## src/core/cih_pkg.sv

```systemverilog
// package for the cascaded interrupt handling block
// assumes one 20 MHz system clock and a synchronous active-low reset
package cih_pkg;
   localparam int          NUM_LINES      = 8;
   localparam int          LINE_W         = 3;
   localparam int          VEC_W          = 8;
   // master base 08h, second controller base 70h
   localparam logic [7:0]  MASTER_BASE    = 8'h08;
   localparam logic [7:0]  SLAVE_BASE     = 8'h70;
   localparam logic [2:0]  CASCADE_LINE   = 3'h2;
   localparam logic [2:0]  REDIRECT_LINE  = 3'h1;
   localparam logic [7:0]  RESET_ZERO8    = 8'h00;
   // line types: one bit per line, 1 = level sensitive (shared pci sources)
   localparam logic [7:0]  MASTER_LEVEL   = 8'h00;
   localparam logic [7:0]  SLAVE_LEVEL    = 8'hF0;
   typedef enum logic [1:0] {
      CIH_TARGET_MASTER,
      CIH_TARGET_SLAVE
   } cih_target_type;
endpackage : cih_pkg

```

## src/core/cih_ctrl.sv

```systemverilog
// cascaded interrupt handling: two eight-line controllers, second cascaded into master
// assumes request pins are asynchronous; eoi/ack/latch strobes are sys_clk pulses
// Operation
// [RULE1] pci lines are level sensitive and isa lines are edge sensitive.
// [RULE2] an end-of-interrupt command clears the in-service bit of the line being serviced.
// [RULE3] the end-of-interrupt command is honoured whatever the request line level.
// [RULE4] a level line still active at end-of-interrupt is raised again as a new interrupt.
// [RULE5] software clears the source, waits, sends end-of-interrupt, waits, then re-enables.
// [RULE6] the cascade request line is routed to the redirected input of the second controller.
// [RULE7] the redirected handler ends at the second controller, then the cascade handler ends.
// [RULE8] an in-progress latch is readable and cleared by the read or by an explicit reset.
// [RULE9] the second controller output drives the master cascade input.
`timescale 1ns/1ps
`default_nettype none
module cih_ctrl
   import cih_pkg::*;
(
   input  wire logic                  sys_clk,
   input  wire logic                  reset_n,
   input  wire logic [NUM_LINES-1:0]  master_req_pin,
   input  wire logic [NUM_LINES-1:0]  slave_req_pin,
   input  wire logic                  cascade_request_line,
   input  wire logic                  int_ack,
   input  wire logic                  eoi_master,
   input  wire logic                  eoi_slave,
   input  wire logic                  latch_read,
   input  wire logic                  latch_clear,
   input  wire logic                  latch_read_clears,
   output logic                       cpu_int,
   output logic [VEC_W-1:0]           vector_out,
   output logic                       progress_latch,
   output logic [NUM_LINES-1:0]       master_in_service,
   output logic [NUM_LINES-1:0]       slave_in_service
);
   import cih_pkg::*;

   ////////////////////////////////////////////////////////////////////////
   // synchronisers
   logic [NUM_LINES-1:0] m_s1_reg, m_s2_reg, m_prev_reg;
   logic [NUM_LINES-1:0] s_s1_reg, s_s2_reg, s_prev_reg;
   logic                 c_s1_reg, c_s2_reg;
   always_ff @(posedge sys_clk) begin
      if (!reset_n) begin
         m_s1_reg <= RESET_ZERO8;
         m_s2_reg <= RESET_ZERO8;
         s_s1_reg <= RESET_ZERO8;
         s_s2_reg <= RESET_ZERO8;
         c_s1_reg <= 1'b0;
         c_s2_reg <= 1'b0;
      end else begin
         m_s1_reg <= master_req_pin;
         m_s2_reg <= m_s1_reg;
         s_s1_reg <= slave_req_pin;
         s_s2_reg <= s_s1_reg;
         c_s1_reg <= cascade_request_line;
         c_s2_reg <= c_s1_reg;
      end
   end

   // cascade line folded onto the redirected input of the second controller
   logic [NUM_LINES-1:0] s_level;
   always_comb begin
      s_level = s_s2_reg;
      s_level[REDIRECT_LINE] = s_s2_reg[REDIRECT_LINE] | c_s2_reg; // RULE6
   end

   always_ff @(posedge sys_clk) begin
      if (!reset_n) begin
         m_prev_reg <= RESET_ZERO8;
         s_prev_reg <= RESET_ZERO8;
      end else begin
         m_prev_reg <= m_s2_reg;
         s_prev_reg <= s_level;
      end
   end

   ////////////////////////////////////////////////////////////////////////
   // request capture
   logic [NUM_LINES-1:0] m_irr_reg, s_irr_reg;
   logic [NUM_LINES-1:0] m_isr_reg, s_isr_reg;
   logic [NUM_LINES-1:0] m_edge, s_edge, m_raw, s_raw;
   assign m_edge = m_s2_reg & ~m_prev_reg;
   assign s_edge = s_level & ~s_prev_reg;
   // level lines request while high and not in service, so one still high after
   // eoi is seen again at once
   assign m_raw = (MASTER_LEVEL & m_s2_reg & ~m_isr_reg) | (~MASTER_LEVEL & m_edge); // RULE1 RULE4
   assign s_raw = (SLAVE_LEVEL & s_level & ~s_isr_reg) | (~SLAVE_LEVEL & s_edge); // RULE1 RULE4

   // highest priority = lowest pending index
   function automatic logic [LINE_W:0] cih_pick(input logic [NUM_LINES-1:0] v);
      logic [LINE_W:0] r;
      r = '0;
      for (int i = NUM_LINES-1; i >= 0; i--) begin
         if (v[i]) begin
            r = {1'b1, LINE_W'(i)};
         end
      end
      return r;
   endfunction : cih_pick

   logic [NUM_LINES-1:0] m_irr_eff, m_svc_mask;
   logic [LINE_W:0]      m_pick, s_pick;
   logic                 slave_out;
   assign s_pick    = cih_pick(s_irr_reg);
   assign slave_out = s_pick[LINE_W]; // RULE9
   always_comb begin
      m_irr_eff = m_irr_reg;
      m_irr_eff[CASCADE_LINE] = slave_out; // RULE9
   end
   assign m_pick = cih_pick(m_irr_eff);

   logic [LINE_W-1:0] m_top, s_top;
   logic [LINE_W:0]   m_isr_pick, s_isr_pick;
   assign m_isr_pick = cih_pick(m_isr_reg);
   assign s_isr_pick = cih_pick(s_isr_reg);
   assign m_top      = m_isr_pick[LINE_W-1:0];
   assign s_top      = s_isr_pick[LINE_W-1:0];
   logic ack_master, ack_slave;
   assign ack_master = int_ack & m_pick[LINE_W];
   assign ack_slave  = ack_master & (m_pick[LINE_W-1:0] == CASCADE_LINE);
   logic [NUM_LINES-1:0] m_ack_mask, s_ack_mask;
   assign m_ack_mask = ack_master ? (8'h01 << m_pick[LINE_W-1:0]) : RESET_ZERO8;
   assign s_ack_mask = ack_slave ? (8'h01 << s_pick[LINE_W-1:0]) : RESET_ZERO8;

   // on edge lines set wins over clear: a new edge in the ack cycle stays pending
   always_ff @(posedge sys_clk) begin
      if (!reset_n) begin
         m_irr_reg <= RESET_ZERO8;
      end else begin
         // level lines are not latched: acknowledge drops them, else one
         // assertion would be taken again before the in-service bit shows
         m_irr_reg <= ((m_irr_reg & ~MASTER_LEVEL & ~m_ack_mask) | m_raw)
                      & ~(MASTER_LEVEL & m_ack_mask); // RULE1 RULE4
      end
   end
   always_ff @(posedge sys_clk) begin
      if (!reset_n) begin
         s_irr_reg <= RESET_ZERO8;
      end else begin
         s_irr_reg <= ((s_irr_reg & ~SLAVE_LEVEL & ~s_ack_mask) | s_raw)
                      & ~(SLAVE_LEVEL & s_ack_mask); // RULE1 RULE4
      end
   end

   ////////////////////////////////////////////////////////////////////////
   // in-service state; eoi takes no notice of the request level
   always_ff @(posedge sys_clk) begin
      if (!reset_n) begin
         m_isr_reg <= RESET_ZERO8;
      end else begin
         m_isr_reg <= (m_isr_reg & ~(eoi_master && m_isr_reg != RESET_ZERO8 ?
                                     (8'h01 << m_top) : RESET_ZERO8)) // RULE2 RULE3
                      | (ack_master ? (8'h01 << m_pick[LINE_W-1:0]) : RESET_ZERO8);
      end
   end
   always_ff @(posedge sys_clk) begin
      if (!reset_n) begin
         s_isr_reg <= RESET_ZERO8;
      end else begin
         s_isr_reg <= (s_isr_reg & ~(eoi_slave && s_isr_reg != RESET_ZERO8 ?
                                     (8'h01 << s_top) : RESET_ZERO8)) // RULE2 RULE3
                      | (ack_slave ? (8'h01 << s_pick[LINE_W-1:0]) : RESET_ZERO8);
      end
   end

   ////////////////////////////////////////////////////////////////////////
   // outputs
   always_ff @(posedge sys_clk) begin
      if (!reset_n) begin
         cpu_int           <= 1'b0;
         vector_out        <= RESET_ZERO8;
         master_in_service <= RESET_ZERO8;
         slave_in_service  <= RESET_ZERO8;
      end else begin
         cpu_int           <= m_pick[LINE_W] & ~ack_master;
         master_in_service <= m_isr_reg;
         slave_in_service  <= s_isr_reg;
         if (ack_slave) begin
            vector_out <= SLAVE_BASE + VEC_W'(s_pick[LINE_W-1:0]); // RULE6
         end else if (ack_master) begin
            vector_out <= MASTER_BASE + VEC_W'(m_pick[LINE_W-1:0]);
         end
      end
   end

   // set on acknowledge; read-clear only where the source works that way
   always_ff @(posedge sys_clk) begin
      if (!reset_n) begin
         progress_latch <= 1'b0;
      end else if (ack_master) begin
         progress_latch <= 1'b1; // RULE8
      end else if (latch_clear || (latch_read && latch_read_clears)) begin
         progress_latch <= 1'b0; // RULE8
      end
   end

   ////////////////////////////////////////////////////////////////////////
   // checks
   a_eoi_clears_isr : assert property (@(posedge sys_clk) disable iff (!reset_n)
      eoi_master && !ack_master && $onehot(m_isr_reg) |=> m_isr_reg == RESET_ZERO8) // RULE2
      else $error("eoi did not clear master in-service bit");
   a_level_rearm : assert property (@(posedge sys_clk) disable iff (!reset_n)
      eoi_slave && !ack_slave && s_isr_reg == 8'h20 && s_level[5] ##1 s_level[5]
      |=> s_irr_reg[5]) // RULE4
      else $error("level line not raised again after eoi");
   a_edge_once : assert property (@(posedge sys_clk) disable iff (!reset_n)
      !ack_master && m_edge[3] |=> m_irr_reg[3]) // RULE1
      else $error("edge request lost");
   a_cascade_route : assert property (@(posedge sys_clk) disable iff (!reset_n)
      c_s2_reg && !s_prev_reg[REDIRECT_LINE] && !ack_slave |=> s_irr_reg[REDIRECT_LINE]) // RULE6
      else $error("cascade line not routed to redirected input");
   a_slave_reaches_cpu : assert property (@(posedge sys_clk) disable iff (!reset_n)
      slave_out && !int_ack |=> cpu_int) // RULE9
      else $error("second controller request did not reach processor");
   a_latch_clear : assert property (@(posedge sys_clk) disable iff (!reset_n)
      latch_clear && !ack_master |=> !progress_latch) // RULE8
      else $error("progress latch not cleared");
   a_latch_set : assert property (@(posedge sys_clk) disable iff (!reset_n)
      ack_master |=> progress_latch ##0 $past(ack_master)) // RULE8
      else $error("progress latch not set on acknowledge");
   a_eoi_any_level : assert property (@(posedge sys_clk) disable iff (!reset_n)
      eoi_slave && !ack_slave && s_isr_reg == 8'h02 |=> !s_isr_reg[1]) // RULE3
      else $error("eoi ignored while request active");
endmodule : cih_ctrl
`default_nettype wire

```

## config.mk

```make
export PLATFORM = sky130hd
export DESIGN_NAME = cih_ctrl
export DESIGN_NICKNAME = d
export VERILOG_FILES = /design/src/core/cih_pkg.sv /design/src/core/cih_ctrl.sv
export SDC_FILE = /design/constraint.sdc
export NUM_CORES = 1
export LEC_CHECK = 0
export BUFFER_PORTS_ARGS = -buffer_cell sky130_fd_sc_hd__buf_4
export CORE_MARGIN = 2
export CORE_UTILIZATION = 40
export CTS_BUF_LIST = sky130_fd_sc_hd__clkbuf_8 sky130_fd_sc_hd__clkbuf_16
export CTS_CLUSTER_DIAMETER = 120
export DETAILED_ROUTE_END_ITERATION = 12
export PLACE_DENSITY_LB_ADDON = 0.2
export SETUP_SLACK_MARGIN = 0.4
export SLEW_MARGIN = 20
export SYNTH_ARGS = -nofsm -noshare
export SYNTH_HDL_FRONTEND = slang
export SYNTH_SLANG_ARGS = --single-unit
```

## constraint.sdc

```tcl
create_clock -name sys_clk -period 2.07 [get_ports sys_clk]
set_input_delay 0.414 -clock sys_clk [delete_from_list [all_inputs] [get_ports sys_clk]]
set_output_delay 0.414 -clock sys_clk [all_outputs]
set_load 0.01 [all_outputs]
```

# After elaboration in Yosys (flattened, before gate mapping)
# Index checks and enable logic that the tools add are counted.
[word_totals]
wordCells = 98
output_inout_bits = 26
ff_bits = 104
input_bits = 25
[classes]
n_reduce_logical = 8
addsub = 2
mux = 40
n_eq_ne = 1
bitwise_logic = 26
shift = 4
[op_table]
columns = ["op", "n"]
rows = [
  ["4-bit 2-to-1 mux", 16],
  ["8-bit inverter", 7],
  ["8-bit AND", 6],
  ["3-bit 2-to-1 mux", 16],
  ["8-bit 2-to-1 mux", 6],
  ["8-bit bitwise OR", 4],
  ["1-bit by 3-bit left shift with 8-bit output (first input constant)", 4],
  ["8-bit nonzero test", 2],
  ["7-bit by 3-bit adder with 8-bit output (first input constant)", 1],
  ["4-bit by 8-bit AND with 8-bit output", 1],
  ["8-bit by 4-bit bitwise OR with 8-bit output", 1],
  ["4-bit by 3-bit adder with 5-bit output (first input constant)", 1],
  ["4-bit AND", 1],
  ["4-bit inverter", 1],
  ["2-bit nonzero test", 2],
  ["1-bit AND", 3],
  ["3-bit by 2-bit == test with 1-bit output (second input constant)", 1],
  ["1-bit logical AND", 3],
  ["1-bit 2-to-1 mux", 2],
  ["1-bit logical OR", 1],
  ["1-bit inverter", 1],
  ["1-bit bitwise OR", 1],
]

# Longest topological paths before layout
# Gate-level depths: netlist of run 1.
[depth]
word_depth = 18
mapped_depth = 6
mapped_depth_nobuf = 5

# Worst setup path after synthesis of run 1
# No wires, ideal clock.
[synth_path]
kind = "input port to flip-flop"
start = "input port eoi_slave"
end = "register s_isr_reg[7]"
setup_slack_ns = 0.261
n_path_buf = 0
setup_ns = 0.132
t_required_ns = 1.938
path_stages = 5
arrival_ns = 1.677
cell_sequence = "or3b_1 or2_2 or4_1 o21ai_0 a21oi_1"
[synth_via]
elab_chain_cells = 5
[synth_rtl]
columns = ["element", "line", "rtl"]
rows = [
  ["start, declared", "cih_ctrl.sv:25", "input wire logic eoi_slave,"],
  ["1-bit logical AND", "cih_ctrl.sv:160", "s_isr_reg <= (s_isr_reg & ~(eoi_slave && s_isr_reg != RESET_ZERO8 ?"],
  ["8-bit 2-to-1 mux", "cih_ctrl.sv:160", ""],
  ["8-bit inverter", "cih_ctrl.sv:160", ""],
  ["8-bit AND", "cih_ctrl.sv:160", ""],
  ["8-bit bitwise OR", "cih_ctrl.sv:162", "| (ack_slave ? (8'h01 << s_pick[LINE_W-1:0]) : RESET_ZERO8);"],
  ["end signal, assigned", "cih_ctrl.sv:160", ""],
  ["end, declared", "cih_ctrl.sv:80", "logic [NUM_LINES-1:0] m_isr_reg, s_isr_reg;"],
]
# Every way passes these cells.
# A chain may end at the register's enable or synchronous reset.

# Worst setup path after layout of run 1
[layout_path]
start = "register s_isr_reg[1]"
end = "register s_isr_reg[7]"
[layout_via]
elab_chain_cells = 7
elab_cells_between_ends = 9
classes_between = "shift (1); mux (3); bitwise (3); reduce/logical (2)"
[layout_rtl]
columns = ["element", "line", "rtl"]
rows = [
  ["3-bit 2-to-1 mux (2 in series)", "cih_ctrl.sv:94", "if (v[i]) begin"],
  ["1-bit by 3-bit left shift with 8-bit output", "cih_ctrl.sv:161", "(8'h01 << s_top) : RESET_ZERO8))"],
  ["8-bit 2-to-1 mux *", "cih_ctrl.sv:160", ""],
  ["8-bit inverter *", "cih_ctrl.sv:160", ""],
  ["8-bit AND *", "cih_ctrl.sv:160", ""],
  ["8-bit bitwise OR *", "cih_ctrl.sv:162", ""],
]
# Mark *: on every way between the ends. The rest lies on a longest branch, timed or not.

==> impl_results.md, run 1 <==
- Status: finished clean
- Worst min path class: in -> reg
- Hold Path Depth: 2
- Mapped Cells: approximately 330
- Crit share post-route: 83.3%
- Setup slack, reg-to-reg: 350 ps
- Worst Clk Skew: about 3.8 ps
- Crit path max fanout: 4
- Initial DRC Count: 50
- Slowest stage delay, CP: between 400 and 500 ps
- DRC Markers: 0
- Maximum vdd ir drop: 0.309 mV
- Critical-path cell list: or3b_4 -> or2_4 -> or4_4 -> o21ai_2 -> a21oi_1
- Worst skew pair latency: roughly 350 ps
- CTS tree: done
- Setup tns final: 0 ps
- WL per Instance: around 11 µm
- 1st-pass router iterations: 4
- Final setup vio count: 0
- Starting Density: 40.9%
- Hold Path End: s_s1_reg[4]
- Max-cap violations: 0
- DRT Wirelength: around 5.6 mm
- Gp weighted congestion: 0.826
- Reg2Reg Launch Point: s_isr_reg[1]
- CP Launch Type: flop
- Die W: about 95 µm
- Max Freq: 580 MHz
- Clock net sink count: 97
- Layout cells sized above 1: between 20 and 30%
- Final core occ: around 50%
- Rows: 33
- Pwr Density: between 800 and 900 nW/µm²
- Via density: 4.61
- Netlist Area Pre-Place: between 3000 and 4000 µm²
- Crit path DAT: around 2000 ps
- Design Area, Final: 4110 µm²
- Hold Fails Final Rpt: 0
- Maximum buffer depth of the clock tree: 2
- DPL Wire Length: between 3 and 4 mm
- Pleak: roughly 1.7 nW
- Synthesized net count: 350
- Crit Reg-Reg Endpoint: s_isr_reg[7]
- Clock slew at reported path FFs: approximately 90 ps
- RSZ-0062 raised after global routing: yes
- WS Path Type: reg -> reg
- Synth area leader: dfxtp_1
- Crit end category: flop
- Die Ht: around 95 µm
- Area Overhead vs Synth: 23.1%
- Antenna fix cells: 0
- First-pass GRT wire length: around 9.4 mm
- Critical Path RT: around 2300 ps
- CP bufs+invs: 0
- Port Buffers: 48
- Ys Warns: 0
- Hold_ws: 258 ps
- Area contributors post-synth: dfxtp_1, and2_1, a21oi_1
- FF-to-FF path depth: 5
- GRT overflow: 0
- Min cycle time layout: about 1700 ps
- Post-synth ARST share: 0%
- Io pins: 51
- H-tree depth: 3
- EDFF count, synth: 0
- Top cell family by delay on the critical path: simple AND/OR/NAND/NOR gates
- CTS Root Cell: clkbuf_8
- Core area: ~8200 µm²
- Tot GR Track Use: between 10% and 20%
- DP Area: around 3800 µm²
- Worst path slowest cell: or4_4
- Syn Area/Cell: 10.3 µm²
- HP Start: slave_req_pin[4]
- Via count: approximately 2.3k
- Vias in the first global route: between 2k and 2.5k
- Antenna violations before repair: 0
- Largest net degree at the start of global routing: 25
- TritonCTS buffer count: 9
- Commonest register cell after synthesis: dfxtp_1
- Die Area: 9100 µm²
- Dpl cells: 470
- Post-Layout Cell Count: slightly below 500
- Final net count: roughly 400
- Final Max Slew Viols: 0
- Sequential cell area fraction in the yosys report: approximately 58%
- Yosys reg bits: 97
- Netlist cell types: 44
- Number of antenna-violating nets in the routed design: 0
- Top cell type's share of synthesized area: 58.1%
[cells in the final DEF (no fill, tap or decap), types with 3 or more instances in the layout]
cell       n
buf_4     64
nand2_1   13
nand2b_1   8
nor3_1     3
a22oi_1    4
a21oi_1   25
a21oi_2    3
nor2_1    23
and2_1    57
o21ai_0   11
dfxtp_2    8
clkbuf_8  10
and4b_1    4
nor2b_1    5
o21bai_1   3
inv_1     11
dfxtp_1   89
[cells in the mapped netlist, types with 2 or more instances]
| cell | n |
|---|---|
| a21oi_1 | 28 |
| a22oi_1 | 4 |
| a32o_1 | 2 |
| and2_1 | 57 |
| and4b_1 | 4 |
| buf_4 | 3 |
| clkbuf_1 | 9 |
| dfxtp_1 | 97 |
| inv_1 | 11 |
| nand2_1 | 15 |
| nand2b_1 | 8 |
| nand3_1 | 2 |
| nand3b_1 | 2 |
| nor2_1 | 24 |
| nor2b_1 | 5 |
| nor3_1 | 3 |
| nor3b_1 | 3 |
| nor4_4 | 2 |
| o21ai_0 | 13 |
| o21bai_1 | 3 |
| o31ai_1 | 2 |
| o41ai_1 | 2 |
| or2_2 | 3 |
| or3_1 | 3 |
[worst reg2reg max path: stages, from the launching register on]
cell and delay [ps]:
dfxtp_2 330, or3b_4 390, or2_4 250, or4_4 450
o21ai_2 130, a21oi_1 70
[how the worst max path moves through the flow]
stage / startpoint / to / cells after the start / slack (ps)
after floorplan: eoi_slave / s_isr_reg[7] / 5 / 340
after global placement: eoi_slave / s_isr_reg[7] / 6 / 150
after detailed placement: eoi_slave / s_isr_reg[7] / 6 / 170
after CTS: s_isr_reg[1] / s_isr_reg[7] / 5 / 360
after global routing: s_isr_reg[1] / s_isr_reg[7] / 5 / 290
final: s_isr_reg[1] / s_isr_reg[7] / 5 / 350
[repair_timing]
action,4_1_cts,5_1_grt
hold buffers,0,0
buffers inserted,6,3
endpoints found under the hold margin,0,0
setup endpoints to repair,8,15
pin swaps,5,8
gates resized for setup,4,17
[power by group]
part | leakage (nW) | internal, W | switching [W]
sequential | 0.797 | 0.00194 | 0.0000463
clock | 0.103 | 0.000596 | 0.000626
combinational | 0.807 | 0.000192 | 0.000175
total | 1.71 | 0.00273 | 0.000848
[layer usage]
| layer | up-vias | routed length (µm) | global-route usage, % |
|---|---|---|---|
| li1 | 1200 | - | - |
| met1 | 1021 | 2690 | 17.5 |
| met2 | 48 | 2470 | 20.1 |
| met3 | 11 | 333 | 4.11 |
| met4 | 0 | 119 | 7.26 |
| met5 | - | 0 | 0 |
[cell type report]
class / count / area (µm²)
Inverter: 11 / 41.3
Multi-Input combinational cell: 202 / 1310
Timing Repair Buffer: 64 / 480
Clock inverter: 6 / 65.1
Clock buffer: 10 / 138
Fill cell: 786 / 4060
Sequential cell: 97 / 1950
Tap cell: 105 / 131
[through the flow]
stage,total power [W],setup slack [ps]
final,0.00358,345
after global routing,0.00375,290
after CTS,0.00361,362
after detailed placement,0.00236,169
after global placement,0.00235,148
after floorplan,0.00224,341
[cells by family (layout without fill, tap and decap cells)]
family	count (synthesis)	in the layout	share of synthesized area [%]
flip-flops	97	97	58.1
AND/OR/NAND/NOR	140	140	25.6
AO/OA/AOI/OAI	61	61	11.9
other	1	1	0.112
buffers and inverters	26	91	4.27
Power figures use the tool's default switching activity.
==> inputs of run 2 (changes only) <==
clock period = 1.8 ns   (was 2.07 ns; I/O delays follow)
==> impl_results.md, run 2 (synthesis results as in run 1) <==
- Rows: 33 (unchanged)
- Worst skew pair latency: 350 ps (about the same)
- Final net count: 410 (unchanged)
- Max-cap violations: 0 (unchanged)
- Via count: 2,316 (+1.6%)
- Largest net degree at the start of global routing: 30 (+20%)
- Crit path max fanout: 3 (-1)
- CP Launch Type: flop
- CTS Root Cell: clkbuf_8
- RSZ-0062 raised after global routing: yes
- Design Area, Final: 4200 µm² (+2.0%)
- Clock slew at reported path FFs: 90 ps (about the same)
- Final setup vio count: 0 (unchanged)
- Top cell family by delay on the critical path: simple AND/OR/NAND/NOR gates
- DRC Markers: 0 (unchanged)
- Die Ht: 95.4 µm (unchanged)
- H-tree depth: 3 (unchanged)
- Pwr Density: 972 nW/µm² (+12%)
- Critical-path cell list: nor4_4 -> buf_4 -> nand4b_1 -> or3_4 -> nand2_1 -> a21oi_1
- Antenna fix cells: 0 (unchanged)
- Commonest cells after routing, fill and taps aside: dfxtp_1, buf_4, and2_1
- Slew HR: between 50 and 60%
- Reg power frac: 56.0% (+0.4 points)
- DPL Wire Length: 4.01 mm (+4.3%)
- Most common cell after layout, fill and taps aside: dfxtp_1
- Layout cells sized above 1: 31.9% (+2.9 points)
- Antenna violations before repair: 0 (unchanged)
- Hold Fails Final Rpt: 0 (unchanged)
- Final Max Slew Viols: 0 (unchanged)
- Initial DRC Count: 29 (-42%)
- Max Freq: 594 MHz (+2.4%)
- Switching share of power: 24.2% (+0.48 points)
- Maximum buffer depth of the clock tree: 2 (unchanged)
- Area Overhead vs Synth: 25.6%
- Die Area: 9100 µm² (unchanged)
- Min cycle time layout: 1680 ps (-40.4 ps)
- Crit share post-route: 93.6% (+10 points)
- Pleak: 1.72 nW (+1.0%)
- 1st-pass router iterations: 4 (unchanged)
- TritonCTS buffer count: 9 (unchanged)
- First-pass GRT wire length: 9.59 mm (+1.8%)
- Maximum vdd ir drop: 0.392 mV (+27%)
- Post-Layout Cell Count: 494 (-0.20%)
- Io pins: 51 (unchanged)
- Core area: 8180 µm² (unchanged)
- Worst min path class: in -> reg
- Gp weighted congestion: 0.874 (+5.7%)
- Critical Path RT: 2040 ps (-270 ps)
- Port Buffers: 48 (unchanged)
- Die W: 95.4 µm (unchanged)
- Crit end category: flop
- WS Path Type: reg -> reg
- Status: finished clean
- Slowest stage delay, CP: 390 ps (-60 ps)
- Starting Density: 40.9% (unchanged)
- Worst path slowest cell: nor4_4
- Gate power share: 11.2% (+0.9 points)
- Worst Clk Skew: 10.7 ps (+6.95 ps)
- Worst slew pin tran: 617 ps
- Pint: 0.00309 W (+13%)
- Tot GR Track Use: 13.7% (+0.20 points)
- CTS tree: done
- CP bufs+invs: 1 (+1)
- Sw power: 0.000986 W (+16%)
- DP Area: 3840 µm² (+1.5%)
- GRT overflow: 0 (unchanged)
- Number of antenna-violating nets in the routed design: 0 (unchanged)
- Part of the power in the clock network: 32.7% (-1.4 points)
- Vias in the first global route: 2,085 (+0.19%)
- Hold-fix buffers, CTS: 0 (unchanged)
- WL per Instance: 11.8 µm (+3.8%)
- DRT Wirelength: 5.82 mm (+3.6%)
- Dpl cells: 474 (+0.85%)
- Via density: 4.69 (+1.8%)
- Setup tns final: 0 ps (unchanged)
- Crit path DAT: 1920 ps (-50 ps)
- Clock net sink count: 97 (unchanged)
## run 2: cell types whose count changed in the layout (fill, tap and decap cells not counted), moves of 3 or more
cell and change:
dfxtp_4 +4, nor2_1 -3, o21ai_0 -4, dfxtp_2 -4
## run 2: power by group through the flow
stage                     logic, W  registers [W]  clock network (W)
after global placement    0.000391        0.00233                  0
after global routing      0.000505        0.00230            0.00147
after floorplan           0.000252        0.00233                  0
after CTS                 0.000417        0.00229            0.00138
final                     0.000458        0.00229            0.00134
after detailed placement  0.000395        0.00234                  0
## run 2: what timing repair did
action                     CTS  global route
hold endpoints to repair     0             0
pin swaps                    9            12
gates resized for setup     14            27
setup endpoints to repair   21            26
setup buffers                4             1
## run 2: final cells by class
type / instances / area (µm²)
Timing Repair Buffer: 64 / 488
Tap cell: 105 / 131
Inverter: 11 / 41.3
Fill cell: 776 / 3980
Clock inverter: 6 / 60.1
Clock buffer: 9 / 124
Multi-Input combinational cell: 202 / 1390
Sequential cell: 97 / 1960
## run 2: worst reg2reg max path, cell delays in order (launching register included)
cell      delay [ps]
dfxtp_2          350
nor4_4           390
buf_4            180
nand4b_1         150
or3_4            370
nand2_1           80
a21oi_1           50
## run 2: final timing paths
check / endpoint / startpoint / depth (start not counted) / slack, ps
worst max-delay path: m_irr_reg[7] / s_irr_reg[6] / 6 / 120
worst min-delay path: s_s1_reg[0] / slave_req_pin[0] / 2 / 210
worst min register to register: c_s2_reg / c_s1_reg / 1 / 440
worst max register to register: m_irr_reg[7] / s_irr_reg[6] / 6 / 120
## run 2: routing by layer
layer / part of all wire [%] / track usage, % / wire length (µm) / vias up
met3: 5.3 / 4.43 / 307 / 8
met5: 0 / 0 / 0 / -
met4: 1.5 / 5.00 / 85 / 0
li1: - / - / - / 1204
met1: 49 / 17.9 / 2870 / 1051
met2: 44 / 21.2 / 2560 / 53
## run 2: per-stage QoR
step	utilization, %	power, W	hold WS [ps]	setup WS, ps
6_report	51.3	0.00408	207	116
5_1_grt	51.3	0.00428	189	49.2
4_1_cts	50.1	0.00408	194	112
3_5_place_dp	47.0	0.00273	418	1.82
3_3_place_gp	47.0	0.00273	414	-4.77
2_1_floorplan	-	0.00258	412	112
==> inputs of run 3 (changes only) <==
SETUP_SLACK_MARGIN = 0.1   (was 0.4)
clock period = 1.92 ns   (was 1.8 ns; I/O delays follow)
==> impl_results.md, run 3 (synthesis results as in run 1) <==
- Crit share post-route: 92.4% (-1.2 points)
- Via density: 4.61 (-1.8%)
- Gp weighted congestion: 0.845 (-3.4%)
- Antenna violations before repair: 0 (unchanged)
- Pleak: 1.68 nW (-2.4%)
- Vias in the first global route: 2,031 (-2.6%)
- Max-cap violations: 0 (unchanged)
- Crit end category: flop
- Die Area: 9100 µm² (unchanged)
- DRC Markers: 0 (unchanged)
- Design Area, Final: 4040 µm² (-3.7%)
- Maximum buffer depth of the clock tree: 2 (unchanged)
- Max Freq: 564 MHz (-5.0%)
- Hold_ws: 227 ps (+19.4 ps)
- Initial DRC Count: 63 (+120%)
- Io pins: 51 (unchanged)
- First-pass GRT wire length: 9.18 mm (-4.3%)
- Worst Clk Skew: 5.04 ps (-5.69 ps)
- Critical Path RT: 2170 ps (+130 ps)
- WS Path Type: reg -> reg
- Worst min path class: in -> reg
- DPL Wire Length: 3.74 mm (-6.6%)
- 1st-pass router iterations: 4 (unchanged)
- Maximum vdd ir drop: 0.352 mV (-10%)
- Status: finished clean
- GRT overflow: 0 (unchanged)
- Post-place setup slack: -7.74 ps (-9.55 ps)
- # fillers: 768 (-1.0%)
- Layout cells sized above 1: 24.0% (-7.8 points)
- DP Area: 3800 µm² (-1.1%)
- CTS Root Cell: clkbuf_8
- RSZ-0062 raised after global routing: yes
- Tot GR Track Use: 13.3% (-0.35 points)
- Clock net sink count: 97 (unchanged)
- Total power: 0.00379 W (-7.0%)
- Via count: 2,266 (-2.2%)
- Rows: 33 (unchanged)
- CTS tree: done
- Starting Density: 40.9% (unchanged)
- Final core occ: 49.4% (-1.9 points)
- Final setup vio count: 0 (unchanged)
- Port Buffers: 48 (unchanged)
- Core area: 8180 µm² (unchanged)
- WL per Instance: 11.3 µm (-3.9%)
- Area Overhead vs Synth: 20.9%
- Crit path max fanout: 3 (unchanged)
- Final net count: 407 (-0.73%)
- Number of antenna-violating nets in the routed design: 0 (unchanged)
- Antenna fix cells: 0 (unchanged)
- TritonCTS buffer count: 9 (unchanged)
- Hold-fix buffers, CTS: 0 (unchanged)
- Setup ws final: 146 ps (+30.5 ps)
- Hold Fails Final Rpt: 0 (unchanged)
- Crit path DAT: 2020 ps (+100 ps)
- Clock slew at reported path FFs: 90 ps (about the same)
- Most common cell after layout, fill and taps aside: dfxtp_1
- Worst skew pair latency: 350 ps (about the same)
- Min cycle time layout: 1770 ps (+89.5 ps)
- CP Launch Type: flop
- DRT Wirelength: 5.57 mm (-4.3%)
- Die Ht: 95.4 µm (unchanged)
- Pwr Density: 939 nW/µm² (-3.4%)
- Largest net degree at the start of global routing: 38 (+27%)
- H-tree depth: 3 (unchanged)
- Die W: 95.4 µm (unchanged)
- Final Max Slew Viols: 0 (unchanged)
- Commonest cells after routing, fill and taps aside: dfxtp_1, buf_4, and2_1
-- run 3: worst max-delay path, stage by stage (launching register included) --
cell     delay [ps]
dfxtp_2         330
or3b_4          390
or2_2           300
or4_4           440
o21ai_1         130
a21oi_1          70
-- run 3: report_power, final --
group | internal, W | leakage, nW | switching, W
Sequential | 0.00209 | 0.795 | 0.0000478
Combinational | 0.000188 | 0.791 | 0.000181
Clock | 0.000628 | 0.0971 | 0.000659
Total | 0.00291 | 1.68 | 0.000888
-- run 3: layout make-up --
cell class | instances | area [µm²] | area share (%)
sequential | 97 | 1950 | 48.2
multi-input combinational | 202 | 1260 | 31.3
timing repair buffer | 61 | 458 | 11.3
clock buffer | 10 | 138 | 3.41
tap | 105 | 131 | 3.25
clock inverter | 6 | 60.1 | 1.49
inverter | 11 | 41.3 | 1.02
-- run 3: worst paths after layout --
check / startpoint / endpoint / depth (start not counted) / slack (ps)
max reg2reg: s_isr_reg[1] / s_isr_reg[7] / 5 / 150
min reg2reg: s_s1_reg[4] / s_s2_reg[4] / 1 / 440
min: master_req_pin[3] / m_s1_reg[3] / 2 / 230
max: s_isr_reg[1] / s_isr_reg[7] / 5 / 150
-- run 3: metal layers --
metal	GRT usage [%]	vias to the layer above	share of wire [%]
met5	0	-	0
met4	8.33	0	2.9
met3	4.66	14	7.0
met2	18.7	56	42
met1	17.4	1001	48
li1	-	1195	-
-- run 3: timing repair --
item                                    CTS  global route
gates resized for setup                   1             6
endpoints found under the setup margin    1             5
pin swaps                                 0             4
setup buffers                             0             4
-- run 3: per-stage QoR --
| step | instances | TNS (ps) |
|---|---|---|
| finish | 492 | 0 |
| global route | 492 | 0 |
| CTS | 488 | 0 |
| detailed placement | 472 | -7.74 |
| global placement | 472 | -23.1 |
| floorplan | 325 | 0 |
